**src/hw/core_pkg.sv**
```systemverilog
package core_pkg;

  // Phase timing: one instruction cycle spans this many input clocks
  localparam int PHASES_PER_CYCLE = 4;
  localparam int INSTR_WIDTH      = 14;
  localparam int PC_WIDTH_DEF     = 13;

  // Fetch vectors
  localparam logic [12:0] RESET_VECTOR = 13'h0000;
  localparam logic [12:0] INT_VECTOR   = 13'h0004;

  // Register bus byte offsets
  localparam logic [3:0] CTRL_OFS      = 4'h0;
  localparam logic [3:0] CORE_STAT_OFS = 4'h4;
  localparam logic [3:0] ALU_STAT_OFS  = 4'h8;
  localparam logic [4:0] CTRL_RESET    = 5'h00;

  // Core and ALU status word field positions
  localparam int STAT_FETCH_VALID_BIT = 16;
  localparam int STAT_IR_VALID_BIT    = 17;
  localparam int STAT_PHASE_LSB       = 20;
  localparam int ALU_STAT_FLAGS_LSB   = 8;

  // Special locations of the data memory
  localparam logic [6:0] SFR_INDIRECT = 7'h00;
  localparam logic [6:0] SFR_PC_LOW   = 7'h02;
  localparam logic [6:0] SFR_FLAGS    = 7'h03;
  localparam logic [6:0] SFR_POINTER  = 7'h04;
  localparam logic [6:0] SFR_PC_LATCH = 7'h0a;

  // Instruction groups and operations
  localparam logic [1:0] GRP_FILE = 2'b00;
  localparam logic [1:0] GRP_JUMP = 2'b10;
  localparam logic [1:0] GRP_LIT  = 2'b11;
  localparam logic [3:0] OP_MOVE_TO = 4'h0;
  localparam logic [3:0] OP_CLEAR   = 4'h1;
  localparam logic [3:0] OP_SUB     = 4'h2;
  localparam logic [3:0] OP_DEC     = 4'h3;
  localparam logic [3:0] OP_OR      = 4'h4;
  localparam logic [3:0] OP_AND     = 4'h5;
  localparam logic [3:0] OP_XOR     = 4'h6;
  localparam logic [3:0] OP_ADD     = 4'h7;
  localparam logic [3:0] OP_MOVE    = 4'h8;
  localparam logic [3:0] OP_INVERT  = 4'h9;
  localparam logic [3:0] OP_INC     = 4'ha;
  localparam logic [3:0] OP_ROT_R   = 4'hc;
  localparam logic [3:0] OP_ROT_L   = 4'hd;
  localparam logic [3:0] OP_SWAP    = 4'he;
  localparam logic [1:0] LIT_MOVE   = 2'b00;
  localparam logic [2:0] LIT_SUB    = 3'b110;
  localparam logic [2:0] LIT_ADD    = 3'b111;

  typedef enum logic [1:0] {phase_one, phase_two, phase_three, phase_four} phase_t;
  typedef enum logic [1:0] {osc_low_power, osc_crystal, outside_rc_mode, onchip_rc_mode} osc_mode_t;

  typedef struct packed {
    logic      gie;
    logic      reset_pin_sel;
    osc_mode_t osc_mode;
    logic      cycle_out_en;
  } ctrl_t;

  typedef struct packed {
    logic result_nil_flag;
    logic nibble_overflow_flag;
    logic arith_overflow_flag;
  } flags_t;

  typedef struct packed {
    logic one;
    logic two;
    logic three;
    logic four;
  } phase_strobes_t;

  typedef struct packed {
    logic [7:0] result;
    logic       to_file;
    logic       to_acc;
    logic       upd_c;
    logic       upd_dc;
    logic       upd_z;
    logic       carry;
    logic       digit;
    logic       jump;
  } alu_out_t;

endpackage

```
**src/hw/fetch_execute_core.sv**
```systemverilog
`timescale 1ns/10ps
`default_nettype none
module fetch_execute_core
  import core_pkg::*;
#(
  parameter int PC_WIDTH = PC_WIDTH_DEF
)(
  input  wire logic                   sys_clk,
  input  wire logic                   reset_n,
  input  wire logic [3:0]             address,
  input  wire logic                   read,
  input  wire logic                   write,
  input  wire logic [31:0]            writedata,
  output logic      [31:0]            readdata,
  output logic                        waitrequest,
  output logic      [PC_WIDTH-1:0]    prog_addr,
  input  wire logic [INSTR_WIDTH-1:0] prog_data,
  input  wire logic                   interrupt_request,
  input  wire logic                   master_reset_pin,
  output logic                        reset_pin_pullup,
  output logic                        cycle_rate_output,
  output logic                        cycle_rate_oe,
  output phase_strobes_t              phase_strobes
);

  // Target forming uses the 8-bit low byte plus latch bits
  if (PC_WIDTH < 9 || PC_WIDTH > 13)
  begin : g_width_check
    $error("PC_WIDTH must lie between 9 and 13");
  end

  phase_t                 phase;
  phase_t                 next_phase;
  ctrl_t                  ctrl;
  flags_t                 flags;
  alu_out_t               alu;
  logic [PC_WIDTH-1:0]    pc;
  logic [PC_WIDTH-1:0]    redirect_target;
  logic [INSTR_WIDTH-1:0] fetched;
  logic [INSTR_WIDTH-1:0] ir;
  logic                   fetch_valid;
  logic                   ir_valid;
  logic [7:0]             acc;
  logic [7:0]             operand;
  logic [7:0]             pointer;
  logic [4:0]             pc_latch;
  logic [7:0]             ram [128];
  logic [6:0]             eff_addr;
  logic                   pin_reset;
  logic                   commit;
  logic                   pcl_write;
  logic                   take_jump;
  logic                   int_accept;
  logic                   redirect;
  logic                   bus_ack;

  // Reset pin only acts when the shared pin is given that role
  assign pin_reset        = ctrl.reset_pin_sel && !master_reset_pin;
  assign reset_pin_pullup = ctrl.reset_pin_sel;

  // Phase sequencer: divide by four
  always_comb
  begin
    case (phase)
      phase_one:   next_phase = phase_two;
      phase_two:   next_phase = phase_three;
      phase_three: next_phase = phase_four;
      default:     next_phase = phase_one;
    endcase
  end

  always_ff @(posedge sys_clk or negedge reset_n)
  begin
    if (!reset_n)
      phase <= phase_one;
    else if (pin_reset)
      phase <= phase_one;
    else
      phase <= next_phase;
  end

  // Strobes registered so they are glitch free at the port
  always_ff @(posedge sys_clk or negedge reset_n)
  begin
    if (!reset_n)
      phase_strobes <= '0;
    else
    begin
      phase_strobes.one   <= (next_phase == phase_one) || pin_reset;
      phase_strobes.two   <= (next_phase == phase_two) && !pin_reset;
      phase_strobes.three <= (next_phase == phase_three) && !pin_reset;
      phase_strobes.four  <= (next_phase == phase_four) && !pin_reset;
    end
  end

  // Effective file address, indirect through the pointer at location zero
  assign eff_addr = (ir[6:0] == SFR_INDIRECT) ? pointer[6:0] : ir[6:0];

  // Data memory view: special registers overlay the RAM
  function automatic logic [7:0] file_read(input logic [6:0] a);
    if (a == SFR_INDIRECT)
      file_read = 8'h00;
    else if (a == SFR_PC_LOW)
      file_read = pc[7:0];
    else if (a == SFR_FLAGS)
      file_read = {5'h00, flags};
    else if (a == SFR_POINTER)
      file_read = pointer;
    else if (a == SFR_PC_LATCH)
      file_read = {3'h0, pc_latch};
    else
      file_read = ram[a];
  endfunction

  // ALU and decode; accumulator is one input, file or literal the other
  always_comb
  begin
    logic [7:0] a;
    logic [7:0] b;
    logic       cin;
    logic [8:0] sum;
    logic [4:0] nib;
    a   = (ir[13:12] == GRP_LIT) ? ir[7:0] : operand;
    b   = acc;
    cin = 1'b0;
    if ((ir[13:12] == GRP_FILE && ir[11:8] == OP_SUB) ||
        (ir[13:12] == GRP_LIT && ir[11:9] == LIT_SUB))
    begin
      b   = ~acc; // Two's complement subtract: carry out means no borrow
      cin = 1'b1;
    end
    sum = {1'b0, a} + {1'b0, b} + {8'h00, cin};
    nib = {1'b0, a[3:0]} + {1'b0, b[3:0]} + {4'h0, cin};
    alu = '0;
    alu.carry = sum[8];
    alu.digit = nib[4];
    if (ir[13:12] == GRP_FILE)
    begin
      alu.to_file = ir[7];
      alu.to_acc  = !ir[7];
      alu.upd_z   = 1'b1;
      case (ir[11:8])
        OP_MOVE_TO:
        begin
          alu.result = acc;
          alu.to_acc = 1'b0;
          alu.upd_z  = 1'b0;
        end
        OP_CLEAR:  alu.result = 8'h00;
        OP_SUB, OP_ADD:
        begin
          alu.result = sum[7:0];
          alu.upd_c  = 1'b1;
          alu.upd_dc = 1'b1;
        end
        OP_DEC:    alu.result = operand - 8'h01;
        OP_OR:     alu.result = operand | acc;
        OP_AND:    alu.result = operand & acc;
        OP_XOR:    alu.result = operand ^ acc;
        OP_MOVE:   alu.result = operand;
        OP_INVERT: alu.result = ~operand;
        OP_INC:    alu.result = operand + 8'h01;
        OP_ROT_R, OP_ROT_L:
        begin
          alu.result = (ir[8]) ? {operand[6:0], flags.arith_overflow_flag}
                               : {flags.arith_overflow_flag, operand[7:1]};
          alu.carry  = (ir[8]) ? operand[7] : operand[0];
          alu.upd_c  = 1'b1;
          alu.upd_z  = 1'b0;
        end
        OP_SWAP:
        begin
          alu.result = {operand[3:0], operand[7:4]};
          alu.upd_z  = 1'b0;
        end
        default:
        begin
          alu.to_file = 1'b0; // Unsupported codes execute as no-ops
          alu.to_acc  = 1'b0;
          alu.upd_z   = 1'b0;
        end
      endcase
    end
    else if (ir[13:12] == GRP_LIT)
    begin
      alu.to_acc = 1'b1;
      alu.upd_z  = 1'b1;
      if (ir[11:10] == LIT_MOVE)
      begin
        alu.result = ir[7:0];
        alu.upd_z  = 1'b0;
      end
      else if (ir[11:9] == LIT_SUB || ir[11:9] == LIT_ADD)
      begin
        alu.result = sum[7:0];
        alu.upd_c  = 1'b1;
        alu.upd_dc = 1'b1;
      end
      else if (ir[11:8] == OP_OR + OP_MOVE - OP_OR) // Literal OR shares the move code
        alu.result = ir[7:0] | acc;
      else if (ir[11:8] == OP_INVERT)
        alu.result = ir[7:0] & acc;
      else if (ir[11:8] == OP_INC)
        alu.result = ir[7:0] ^ acc;
      else
      begin
        alu.to_acc = 1'b0;
        alu.upd_z  = 1'b0;
      end
    end
    else if (ir[13:12] == GRP_JUMP)
      alu.jump = ir[11]; // Only the unconditional jump form is served
  end

  // Redirect decisions taken at the end of the execute cycle
  assign commit     = (phase == phase_four) && ir_valid;
  assign pcl_write  = commit && alu.to_file && (eff_addr == SFR_PC_LOW);
  assign take_jump  = commit && (alu.jump || pcl_write);
  assign int_accept = (phase == phase_four) && ctrl.gie && interrupt_request && !take_jump;
  assign redirect   = take_jump || int_accept;

  always_comb
  begin
    if (commit && alu.jump)
      redirect_target = PC_WIDTH'({pc_latch[4:3], ir[10:0]});
    else if (pcl_write)
      redirect_target = PC_WIDTH'({pc_latch, alu.result});
    else
      redirect_target = PC_WIDTH'(INT_VECTOR);
  end

  // Fetch stage: address out at phase_one, word captured at phase_four
  always_ff @(posedge sys_clk or negedge reset_n)
  begin
    if (!reset_n)
    begin
      pc          <= PC_WIDTH'(RESET_VECTOR);
      prog_addr   <= '0;
      fetched     <= '0;
      fetch_valid <= 1'b0;
    end
    else if (pin_reset)
    begin
      pc          <= PC_WIDTH'(RESET_VECTOR);
      prog_addr   <= PC_WIDTH'(RESET_VECTOR); // Memory parked at the reset vector
      fetch_valid <= 1'b0;
    end
    else if (phase == phase_one)
    begin
      prog_addr <= pc;
      pc        <= pc + PC_WIDTH'(1);
    end
    else if (phase == phase_four)
    begin
      if (redirect)
      begin
        pc          <= redirect_target;
        fetch_valid <= 1'b0; // Flush the word fetched behind the branch
      end
      else
      begin
        fetched     <= prog_data; // Whole word in one access
        fetch_valid <= 1'b1;
      end
    end
  end

  // Execute stage: load at phase_one, operand at phase_two
  always_ff @(posedge sys_clk or negedge reset_n)
  begin
    if (!reset_n)
    begin
      ir       <= '0;
      ir_valid <= 1'b0;
      operand  <= 8'h00;
    end
    else if (pin_reset)
      ir_valid <= 1'b0;
    else if (phase == phase_one)
    begin
      ir       <= fetched;     // Overlaps with the next fetch
      ir_valid <= fetch_valid;
    end
    else if (phase == phase_two)
      operand <= file_read(eff_addr);
  end

  // Result write-back in phase_four; RAM holds no reset
  always_ff @(posedge sys_clk)
  begin
    if (commit && alu.to_file && !pin_reset)
      ram[eff_addr] <= alu.result;
  end

  // Accumulator, pointer, latch and flags; the accumulator has no file address
  always_ff @(posedge sys_clk or negedge reset_n)
  begin
    if (!reset_n)
    begin
      acc      <= 8'h00;
      pointer  <= 8'h00;
      pc_latch <= 5'h00;
      flags    <= '0;
    end
    else if (commit && !pin_reset)
    begin
      if (alu.to_acc)
        acc <= alu.result;
      if (alu.to_file && eff_addr == SFR_POINTER)
        pointer <= alu.result;
      if (alu.to_file && eff_addr == SFR_PC_LATCH)
        pc_latch <= alu.result[4:0];
      // ALU flag updates override a direct write to the flag location
      flags.arith_overflow_flag  <= alu.upd_c ? alu.carry
        : (alu.to_file && eff_addr == SFR_FLAGS) ? alu.result[0] : flags.arith_overflow_flag;
      flags.nibble_overflow_flag <= alu.upd_dc ? alu.digit
        : (alu.to_file && eff_addr == SFR_FLAGS) ? alu.result[1] : flags.nibble_overflow_flag;
      flags.result_nil_flag      <= alu.upd_z ? (alu.result == 8'h00)
        : (alu.to_file && eff_addr == SFR_FLAGS) ? alu.result[2] : flags.result_nil_flag;
    end
  end

  // Cycle-rate output: high for phases one and two, only in the RC modes
  always_ff @(posedge sys_clk or negedge reset_n)
  begin
    if (!reset_n)
    begin
      cycle_rate_output <= 1'b0;
      cycle_rate_oe     <= 1'b0;
    end
    else
    begin
      cycle_rate_oe     <= ctrl.cycle_out_en &&
                           (ctrl.osc_mode == outside_rc_mode || ctrl.osc_mode == onchip_rc_mode);
      cycle_rate_output <= ctrl.cycle_out_en &&
                           (ctrl.osc_mode == outside_rc_mode || ctrl.osc_mode == onchip_rc_mode) &&
                           (next_phase == phase_one || next_phase == phase_two);
    end
  end

  // Bus slave: one wait cycle, so read data can come from a flop
  assign waitrequest = (read || write) && !bus_ack;

  always_ff @(posedge sys_clk or negedge reset_n)
  begin
    if (!reset_n)
    begin
      bus_ack  <= 1'b0;
      readdata <= 32'h0000_0000;
    end
    else
    begin
      bus_ack <= (read || write) && !bus_ack;
      if (read && !bus_ack)
      begin
        if (address == CTRL_OFS)
          readdata <= {27'h0, ctrl};
        else if (address == CORE_STAT_OFS)
          readdata <= (32'(pc) | (32'(fetch_valid) << STAT_FETCH_VALID_BIT)
                      | (32'(ir_valid) << STAT_IR_VALID_BIT)
                      | (32'(phase) << STAT_PHASE_LSB));
        else if (address == ALU_STAT_OFS)
          readdata <= 32'(acc) | (32'(flags) << ALU_STAT_FLAGS_LSB);
        else
          readdata <= 32'h0000_0000; // Unmapped offsets read zero
      end
    end
  end

  // Control register; an accepted interrupt disarms further interrupts
  always_ff @(posedge sys_clk or negedge reset_n)
  begin
    if (!reset_n)
      ctrl <= ctrl_t'(CTRL_RESET);
    else if (write && bus_ack && address == CTRL_OFS)
      ctrl <= ctrl_t'(writedata[4:0]); // Software write wins over disarm
    else if (int_accept)
      ctrl.gie <= 1'b0;
  end
endmodule
`default_nettype wire

```
**config.mk**
```make
export PLATFORM = sky130hd
export DESIGN_NAME = fetch_execute_core
export DESIGN_NICKNAME = d
export VERILOG_FILES = /design/src/hw/core_pkg.sv /design/src/hw/fetch_execute_core.sv
export SDC_FILE = /design/constraint.sdc
export NUM_CORES = 1
export LEC_CHECK = 0
export BUFFER_PORTS_ARGS = -buffer_cell sky130_fd_sc_hd__buf_2
export CAP_MARGIN = 10
export CORE_UTILIZATION = 30
export CTS_CLUSTER_SIZE = 8
export DETAILED_ROUTE_END_ITERATION = 10
export SYNTH_ARGS = -nofsm -noshare
export SYNTH_HDL_FRONTEND = slang
export SYNTH_SLANG_ARGS = --single-unit
```
**constraint.sdc**
```tcl
create_clock -name sys_clk -period 8.7 [get_ports sys_clk]
set_input_delay 0.87 -clock sys_clk [delete_from_list [all_inputs] [get_ports sys_clk]]
set_output_delay 0.87 -clock sys_clk [all_outputs]
set_load 0.02 [all_outputs]
```
# After elaboration in Yosys (flattened, before gate mapping)
# Memories as Yosys holds them, arrays and structs flattened.
# Cells that the tools add are included.
# op_classes
reduce_logical	72
n_addsub	7
bitwise	15
n_mux	68
eq_ne	32
# op_table
op	count
$mux 8	15
$mux 13	8
$pmux 8 s11	1
$mux 32	2
$mux 1	34
$eq 4x4->1 const B	7
$logic_and 1x1->1	25
$or 18x22->22	1
$eq 4x3->1 const B	5
$or 17x18->18	1
$reduce_and 2->1	9
$or 13x17->17	1
$and 8x8->8	2
$eq 2x2->1 const B	8
$not 8->8	2
$or 8x8->8	2
$xor 8x8->8	2
$eq 7x2->1 const B	2
$logic_not 7->1	2
$reduce_or 14->1	1
$add 13x1->13 const B	1
$reduce_or 13->1	1
$reduce_bool 2->1	6
$mux 11	1
31 further kinds	55
# totals
mem_count	1
mem_bits_rw	1024
register_bits	134
inputBits	56
elab_cells	221
output_inout_bits	53
# memory_table
name	depth	width	read_ports	rd_ports_with_merged_regs	wr	line	source
ram	128	8	1	0	1	fetch_execute_core.sv:47	logic [7:0] ram [128];

# Longest topological paths before layout
# Gate-level depths: netlist of the first run.
# depth
ltp_word	16
depth_mapped	15
mapped_depth_nobuf	13

# Worst setup path after synthesis of the first run
# Ideal clock, no wire load.
# synth_path
path_type	register to register
startpoint	reg ir[12]
endpoint	reg pc[5]
required_ns	8.589
path_stages_with_launch	15
setup_ns	0.111
period_less_slack_ns	7.278
path_slack_ns	1.422
arrival_time_ns	7.167
n_path_buf	3
cell_sequence	dfrtp_1 clkbuf_1 and2_1 clkbuf_1 clkbuf_1 o21ai_0 ha_1 and4_1 o21a_1 a2111o_1 a21oi_1 xnor2_1 o221ai_1 a221oi_1 o31ai_1
# synth_lines
element	line	source
start, declared	fetch_execute_core.sv:40	logic [INSTR_WIDTH-1:0] ir;
start signal, assigned	fetch_execute_core.sv:281	ir <= fetched;
end signal, assigned	fetch_execute_core.sv:237	pc <= PC_WIDTH'(RESET_VECTOR);
end signal, assigned	fetch_execute_core.sv:244	pc <= PC_WIDTH'(RESET_VECTOR);
end signal, assigned	fetch_execute_core.sv:251	pc <= pc + PC_WIDTH'(1);
end, declared	fetch_execute_core.sv:37	logic [PC_WIDTH-1:0] pc;

# Worst setup path after layout of the first run
# layout_path
startpoint	reg ir[6]
endpoint	reg operand[7]
# layout_via
elab_chain_cells	8
word_cells_on_any_way	13
classes_between	eq/ne (4); mux (6); reduce/logical (2); memory (1)
# layout_lines
element	line	source
$logic_not 7->1	fetch_execute_core.sv:97	assign eff_addr = (ir[6:0] == SFR_INDIRECT) ? pointer[6:0] : ir[6:0];
$mux 7 *	fetch_execute_core.sv:97	
$mem_v2 128x8 / $eq 7x4->1 (equally long branches)	n/a	
$mux 8	fetch_execute_core.sv:109	else if (a == SFR_PC_LATCH)
$mux 8	fetch_execute_core.sv:107	else if (a == SFR_POINTER)
$mux 8	fetch_execute_core.sv:105	else if (a == SFR_FLAGS)
$mux 8	fetch_execute_core.sv:103	else if (a == SFR_PC_LOW)
$mux 8 *	fetch_execute_core.sv:101	if (a == SFR_INDIRECT)
end signal, assigned	fetch_execute_core.sv:285	operand <= file_read(eff_addr);
end, declared	fetch_execute_core.sv:44	logic [7:0] operand;
# Mark *: on every way between the ends. The rest lies on a longest branch, timed or not.
# A chain may end at the register's enable or synchronous reset.

==> results of run 1 <==
-- sequential cells by signal, summed over array words and instances (netlist names), 13 cells and up --
signal / count
ram: 1023
readdata: 17
fetched: 14
ir: 14
pc: 13
prog_addr: 13
-- report_power, final --
part / internal, mW / leakage, nW / switching (mW)
registers: 7.88 / 10.9 / 0.373
logic: 2.12 / 4.54 / 6.16
clock network: 3.39 / 2.17 / 2.27
-- area by class of cell --
class | instances | area [um2] | share of cell area (%)
Clock buffer | 194 | 4240 | 7.84
Clock inverter | 13 | 233 | 0.430
Inverter | 41 | 154 | 0.285
Multi-Input combinational cell | 1885 | 12200 | 22.5
Sequential cell | 1142 | 33700 | 62.3
Tap cell | 2044 | 2560 | 4.73
Timing Repair Buffer | 152 | 1030 | 1.90
-- placed cells by master (no fill, tap or decap), types with 12 or more instances in the layout --
cell	n
mux2_2	49
clkbuf_1	29
nor3_1	93
nand2b_1	22
o221ai_1	144
inv_1	39
a22o_1	15
xnor2_1	16
o22a_1	24
buf_4	83
nor2b_1	20
a31oi_1	13
nand3_1	36
a211oi_1	18
o22ai_1	272
a21oi_1	110
o21ai_0	143
o31ai_1	19
nand2_1	129
a22oi_1	30
clkbuf_16	165
buf_2	65
mux2i_1	24
dfrtp_1	118
conb_1	15
a221oi_1	18
o211ai_1	22
ha_1	51
edfxtp_1	1023
nor4_1	12
a222oi_1	27
nor2_1	370
-- metrics by stage --
step / power [mW] / hold WS, ns / std cells / cell area, um2
after global routing: 23.0 / 0.198 / 5471 / 54100
after detailed placement: 16.5 / 0.456 / 5264 / 49600
after global placement: 16.4 / 0.445 / 5264 / 49600
final: 22.2 / 0.167 / 5471 / 54100
after CTS: 22.2 / 0.150 / 5471 / 54100
after floorplan: 13.3 / 0.471 / 3319 / 46900
-- cells by family (layout without fill, tap and decap cells) --
family	Yosys count	count (layout)	synth area share (%)
adder cells (fa/ha/maj)	54	54	1.47
other	1	15	0.00800
multiplexers	74	74	1.74
buffers and inverters	292	400	2.79
AND/OR/NAND/NOR	749	749	7.09
AO/OA/AOI/OAI	972	972	14.6
flip-flops	1142	1142	71.9
XOR/XNOR	21	21	0.392
-- worst max path at each step --
stage / from / end / slack (ns)
2_1_floorplan: ir[12] / pc[5] / 1.42
3_3_place_gp: ir[12] / ram[44][7] / 3.55
3_5_place_dp: ir[12] / ram[39][7] / 3.48
4_1_cts: ir[13] / ram[7][7] / 3.47
5_1_grt: ir[13] / ram[96][7] / 3.09
6_report: ir[6] / operand[7] / 3.43
-- cell usage after synthesis (all sizes together), types with 14 or more instances --
cell type	count
mux2	49
dfrtp	119
mux2i	24
edfxtp	1023
ha	52
a211oi	18
inv	39
o31ai	22
nor3	94
o22a	24
buf	127
o221ai	145
a21oi	112
nand2b	22
clkbuf	124
o21ai	146
a221oi	19
a222oi	27
a31oi	14
o211ai	23
a22oi	30
xnor2	16
nor2b	21
o22ai	275
a22o	15
nor2	374
nand3	38
nand2	130
-- metal layers --
metal | GRT usage [%] | vias to the layer above
met3 | 3.33 | 276
met4 | 6.49 | 0
met5 | 0 | -
met2 | 26.0 | 1792
li1 | - | 13278
met1 | 24.2 | 15444
-- worst register-to-register path, stage by stage, from the launching register on --
cell	delay (ns)
dfrtp_1	0.65
or4_1	0.96
o21ai_4	0.78
buf_12	0.46
o22ai_1	0.58
nor3_1	0.22
o22ai_1	0.16
a311oi_1	0.85
nand4_1	0.26
o21ai_0	0.27
==> impl_metrics.py, run 1 <==
metrics = {
    "worst_setup_path": {
        "end_kind": "flop",
        "worst_ep_required_time_ns": 9.35,
        "cp_slowest_cell": "or4_1",
        "crit_type": "flop to flop",
        "r2r_cells": 9,
        "cp_top_family": "compound AO/OA/AOI/OAI gates",
        "cp.depth": 9,
        "r2r_setup_slack_ns": 3.43,
        "timing.rr.end": "operand[7]",
        "r2r-start": "ir[6]",
        "crit_fanout": 131,
        "path_cells": "or4_1, o21ai_4, buf_12, o22ai_1, nor3_1, o22ai_1, a311oi_1, nand4_1, o21ai_0",
        "cp_common_cell": "o22ai_1",
        "arrival_ns": 5.91,
        "slowest_delay_ns": 0.95,
        "start_kind": "flop",
        "critPathBufInv": 1,
    },
    "sta": {
        "slew_violations": 0,
        "rsz0062_at_grt": "false",
        "worstMarginPinSlew_ns": 1.31,
        "finalSetupViolations": 0,
        "skew_ns": 0.0358,
        "fin_crit_sh_pct": 60.5,
        "hold_viol": 0,
        "period_minus_slack_ns": 5.27,
        "fmax_ghz": 0.190,
        "setup_tns_ns": 0,
        "slew_headroom_pct": 12.3,
        "postLayoutSetupSlackWorst_ns": 3.43,
    },
    "pwr": {
        "powerDensity_nw_per_um2": 411,
        "vdd_drop_max_v": 0.000332,
        "leakage_nw": 17.6,
    },
    "floorplan": {
        "core_um2": 155000,
        "start_util_pct": 30.3,
        "die_h_um": 397,
        "die-area_um2": 158000,
        "ios": 109,
        "fp.dieW_um": 397,
        "std_cell_rows": 144,
    },
    "placed_design": {
        "place_congestion": 0.892,
        "numPortBuffers": 66,
        "dp_worst_setup_slack_ns": 3.48,
        "dp_hpwl_um": 79400,
    },
    "route": {
        "wl_per_cell_um": 25.3,
        "vias_per_cell": 5.63,
        "route.met3.wl_um": 14200,
        "ant_nets": 0,
        "wl_um": 138000,
        "via_count": 30790,
        "drc": 0,
        "top_layer": "met4",
        "dr.pass1.iters": 7,
        "wl_met1_um": 57600,
        "wl_met2_um": 61800,
        "drt-initial-drc-count": 4264,
    },
    "yosys": {
        "synthDistinctLibCells": 93,
        "synth_top_area_share_pct": 65.5,
        "yosysWarnings": 0,
        "async_flop_share_pct": 10.4,
        "yosys-top-cells-area": "edfxtp_1, dfrtp_1, o22ai_1, nor2_1, o221ai_1",
        "synth.cell_area_um2": 46900,
        "synthCells": 3305,
        "synth_area_per_cell_um2": 14.2,
        "ys_seq_area_share_pct": 71.9,
        "synth-edff-count": 1023,
        "synth_area_leader_cell": "edfxtp_1",
        "yosys_most_used_dff": "edfxtp_1",
        "ys_ff_latch": 1142,
    },
    "finish": {
        "utilization_pct": 35.0,
        "areaGrowthSynthToFinish_pct": 15.3,
        "fin_nets": 3493,
        "antenna_cells": 0,
        "drive_gt1_share_pct": 12.5,
        "fillCellCount": 14734,
    },
    "run_status": {
        "status": "finished clean",
    },
    "global_routing": {
        "grt_pass1_wl_um": 203000,
        "track_usage_pct": 17.2,
        "grt_max_degree": 141,
        "antenna_found_initial": 1,
        "grt_overflow_total": 0,
        "first_global_vias": 29654,
    },
    "cts": {
        "htreeDepth": 4,
        "cts_buffers": 161,
        "postCtsResizedCells": 0,
        "holdBufCountCts": 0,
        "clkLatencyLatePin_ns": 0.76,
        "post_cts_buffers": 0,
        "clk_path_buf_depth": 3,
        "root_buffer": "clkbuf_16",
        "path_clk_slew_ns": 0.06,
        "cts.sinks": 1142,
        "cts_tree": "built",
    },
    "job": {
        "maxCapViolCount": 0,
    },
    "hold_path": {
        "hold_class": "primary input to asynchronous set/reset pin",
    },
}
Note: power is estimated with default switching activity, not from simulation.
==> run 2: changes to the inputs <==
Clock period 8.7 ns to 5 ns, I/O delays scaled along.
==> run 2 against run 1 <==
Effect of this change: worst setup slack got worse by 2.8 ns; wire length is 1.5% higher; clock-buffer cell count fell by 4; total power up 77%; sequential share of layout area shrank 1.9 points; combinational power up 86%; non-clock buffer count up 182; clock skew is 0.017 ns higher; via count rose by 1.3%; largest cell class unchanged; die area unchanged; largest power group unchanged; sequential power rose by 73%; design area is 3.1% higher.
==> impl_metrics.py, run 2 (synthesis gave the netlist of run 1 again) <==
metrics = {
    "floorplan": {
        "core_um2": 155000,
        "die_h_um": 397,
        "std_cell_rows": 144,
        "start_util_pct": 30.3,
        "ios": 109,
        "fp.dieW_um": 397,
        "die-area_um2": 158000,
    },
    "sta": {
        "worstMarginPinSlew_ns": 1.27,
        "finalSetupViolations": 0,
        "hold_viol": 0,
        "fin_crit_sh_pct": 87.7,
        "slew_headroom_pct": 15.6,
        "period_minus_slack_ns": 4.39,
        "skew_ns": 0.0530,
        "slew_violations": 0,
        "fmax_ghz": 0.228,
        "rsz0062_at_grt": "false",
    },
    "pwr": {
        "leakage_nw": 18.6,
        "vdd_drop_max_v": 0.000976,
        "swShare_pct": 39.5,
        "powerDensity_nw_per_um2": 707,
        "clock_power_share_pct": 24.6,
        "switchingPower_mw": 15.5,
        "seqPwrFrac_pct": 36.2,
        "power_frac_comb_pct": 39.2,
        "internal_power_mw": 23.8,
    },
    "cts": {
        "root_buffer": "clkbuf_16",
        "post_cts_buffers": 0,
        "htreeDepth": 4,
        "path_clk_slew_ns": 0.05,
        "cts.sinks": 1142,
        "postCtsResizedCells": 0,
        "clkLatencyLatePin_ns": 0.79,
        "clk_path_buf_depth": 3,
        "cts_tree": "built",
        "cts_buffers": 161,
    },
    "route": {
        "drt-initial-drc-count": 3653,
        "vias_per_cell": 5.52,
        "wl_um": 140000,
        "dr.pass1.iters": 8,
        "ant_nets": 0,
        "via_count": 31187,
        "wl_per_cell_um": 24.8,
        "drc": 0,
    },
    "worst_setup_path": {
        "timing.rr.end": "ram[34][7]",
        "r2r_cells": 13,
        "crit_fanout": 132,
        "worst_ep_required_time_ns": 5.29,
        "path_cells": "and2_1, a22o_1, buf_4, xnor2_1, ha_1, and4_1, o21a_1, a2111o_1, a21oi_1, o21bai_1, a221o_1, a31o_4, buf_12",
        "r2r-start": "ir[12]",
        "slowest_delay_ns": 0.52,
        "start_kind": "flop",
        "end_kind": "flop",
        "r2r_setup_slack_ns": 0.61,
        "cp_slowest_cell": "dfrtp_1",
        "crit_type": "flop to flop",
        "arrival_ns": 4.68,
    },
    "finish": {
        "largestRegisters": "ram (1023), readdata (17)",
        "areaGrowthSynthToFinish_pct": 18.9,
        "largest_reg_flops": 1023,
        "design_area_um2": 55700,
        "utilization_pct": 36.0,
        "final_cell_mix": "edfxtp_1, nor2_1, o22ai_1, buf_4, clkbuf_16",
        "antenna_cells": 0,
        "regMostFlops": "ram",
        "finalNonFillerCells": 5651,
        "drive_gt1_share_pct": 16.6,
        "fin_nets": 3675,
        "final_common_cell": "edfxtp_1",
    },
    "global_routing": {
        "first_global_vias": 30169,
        "grt_max_degree": 134,
        "antenna_found_initial": 3,
        "grt_overflow_total": 0,
        "track_usage_pct": 17.4,
        "grt_pass1_wl_um": 206000,
    },
    "run_status": {
        "status": "finished clean",
    },
    "job": {
        "maxCapViolCount": 0,
    },
    "placed_design": {
        "dp_cells": 5424,
        "post_dp_cell_area_um2": 51100,
        "place_congestion": 0.925,
        "numPortBuffers": 66,
        "dp_hpwl_um": 84900,
    },
    "hold_path": {
        "hold_depth": 4,
        "hold_class": "primary input to flop",
        "hold_end": "ctrl[4]",
        "min_from": "interrupt_request",
    },
}
[run 2: changes by cell type in the layout (fill, tap and decap cells not counted), moves of 2 or more]
cell	delta
inv_6	+4
clkbuf_16	-3
o21ai_1	+2
clkinv_8	-2
buf_12	+21
o21ai_0	-2
nor2_1	-2
buf_4	+139
clkbuf_1	-2
dlygate4sd3_1	+22
[run 2: per-layer routing]
| layer | global-route usage, % | vias to the layer above | wire length (um) | share of wire, % |
|---|---|---|---|---|
| met5 | 0 | - | 46 | 0.033 |
| met4 | 7.27 | 6 | 5350 | 3.8 |
| met3 | 3.37 | 282 | 12200 | 8.7 |
| met2 | 26.6 | 1598 | 63200 | 45 |
| met1 | 24.1 | 15693 | 59500 | 42 |
| li1 | - | 13608 | - | - |
[run 2: cell type report]
cell class                 count  area (um2)
fill                       14593       98900
sequential                  1142       33700
multi-input combinational   1885       12200
clock buffer                 190        4170
timing repair buffer         334        2710
tap                         2044        2560
clock inverter                15         243
inverter                      41         154
[run 2: what timing repair did]
item | CTS | global route
hold buffers | 22 | 0
endpoints found under the setup margin | 0 | 0
endpoints found under the hold margin | 81 | 0
[run 2: worst max-delay path by stage]
| stage | depth (start not counted) | to | startpoint |
|---|---|---|---|
| after floorplan | 15 | flags[2] | ir[11] |
| after global placement | 14 | pc[7] | ir[12] |
| after detailed placement | 14 | pc[7] | ir[12] |
| after CTS | 14 | pc[7] | ir[12] |
| after global routing | 13 | ram[34][7] | ir[12] |
| final | 13 | ram[34][7] | ir[12] |
[run 2: power by group through the flow]
| stage | Sequential [mW] | Combinational (mW) | Clock, mW |
|---|---|---|---|
| after floorplan | 14.4 | 8.54 | 0 |
| after CTS | 14.2 | 15.3 | 9.83 |
| after detailed placement | 14.4 | 15.3 | 0 |
| final | 14.3 | 15.4 | 9.69 |
| after global routing | 14.3 | 16.4 | 10.2 |
| after global placement | 14.4 | 15.0 | 0 |
[run 2: per-stage QoR]
stage / TNS [ns] / hold WS, ns / total power [mW] / setup slack [ns]
floorplan: -23.82 / 0.204 / 22.9 / -0.698
global placement: 0 / 0.443 / 29.4 / 0.911
finish: 0 / 0.0817 / 39.4 / 0.613
detailed placement: 0 / 0.456 / 29.6 / 0.832
CTS: 0 / 0.0512 / 39.4 / 0.794
global route: 0 / 0.0810 / 40.9 / 0.565
[run 2: critical path: cells and delay by family, from the launching register on]
kind,cells,cell delay [ns]
compound gates,7,1.76
flops,1,0.52
fa+ha+maj,1,0.37
xor+xnor,1,0.08
buf+inv,2,0.39
simple gates,2,0.52
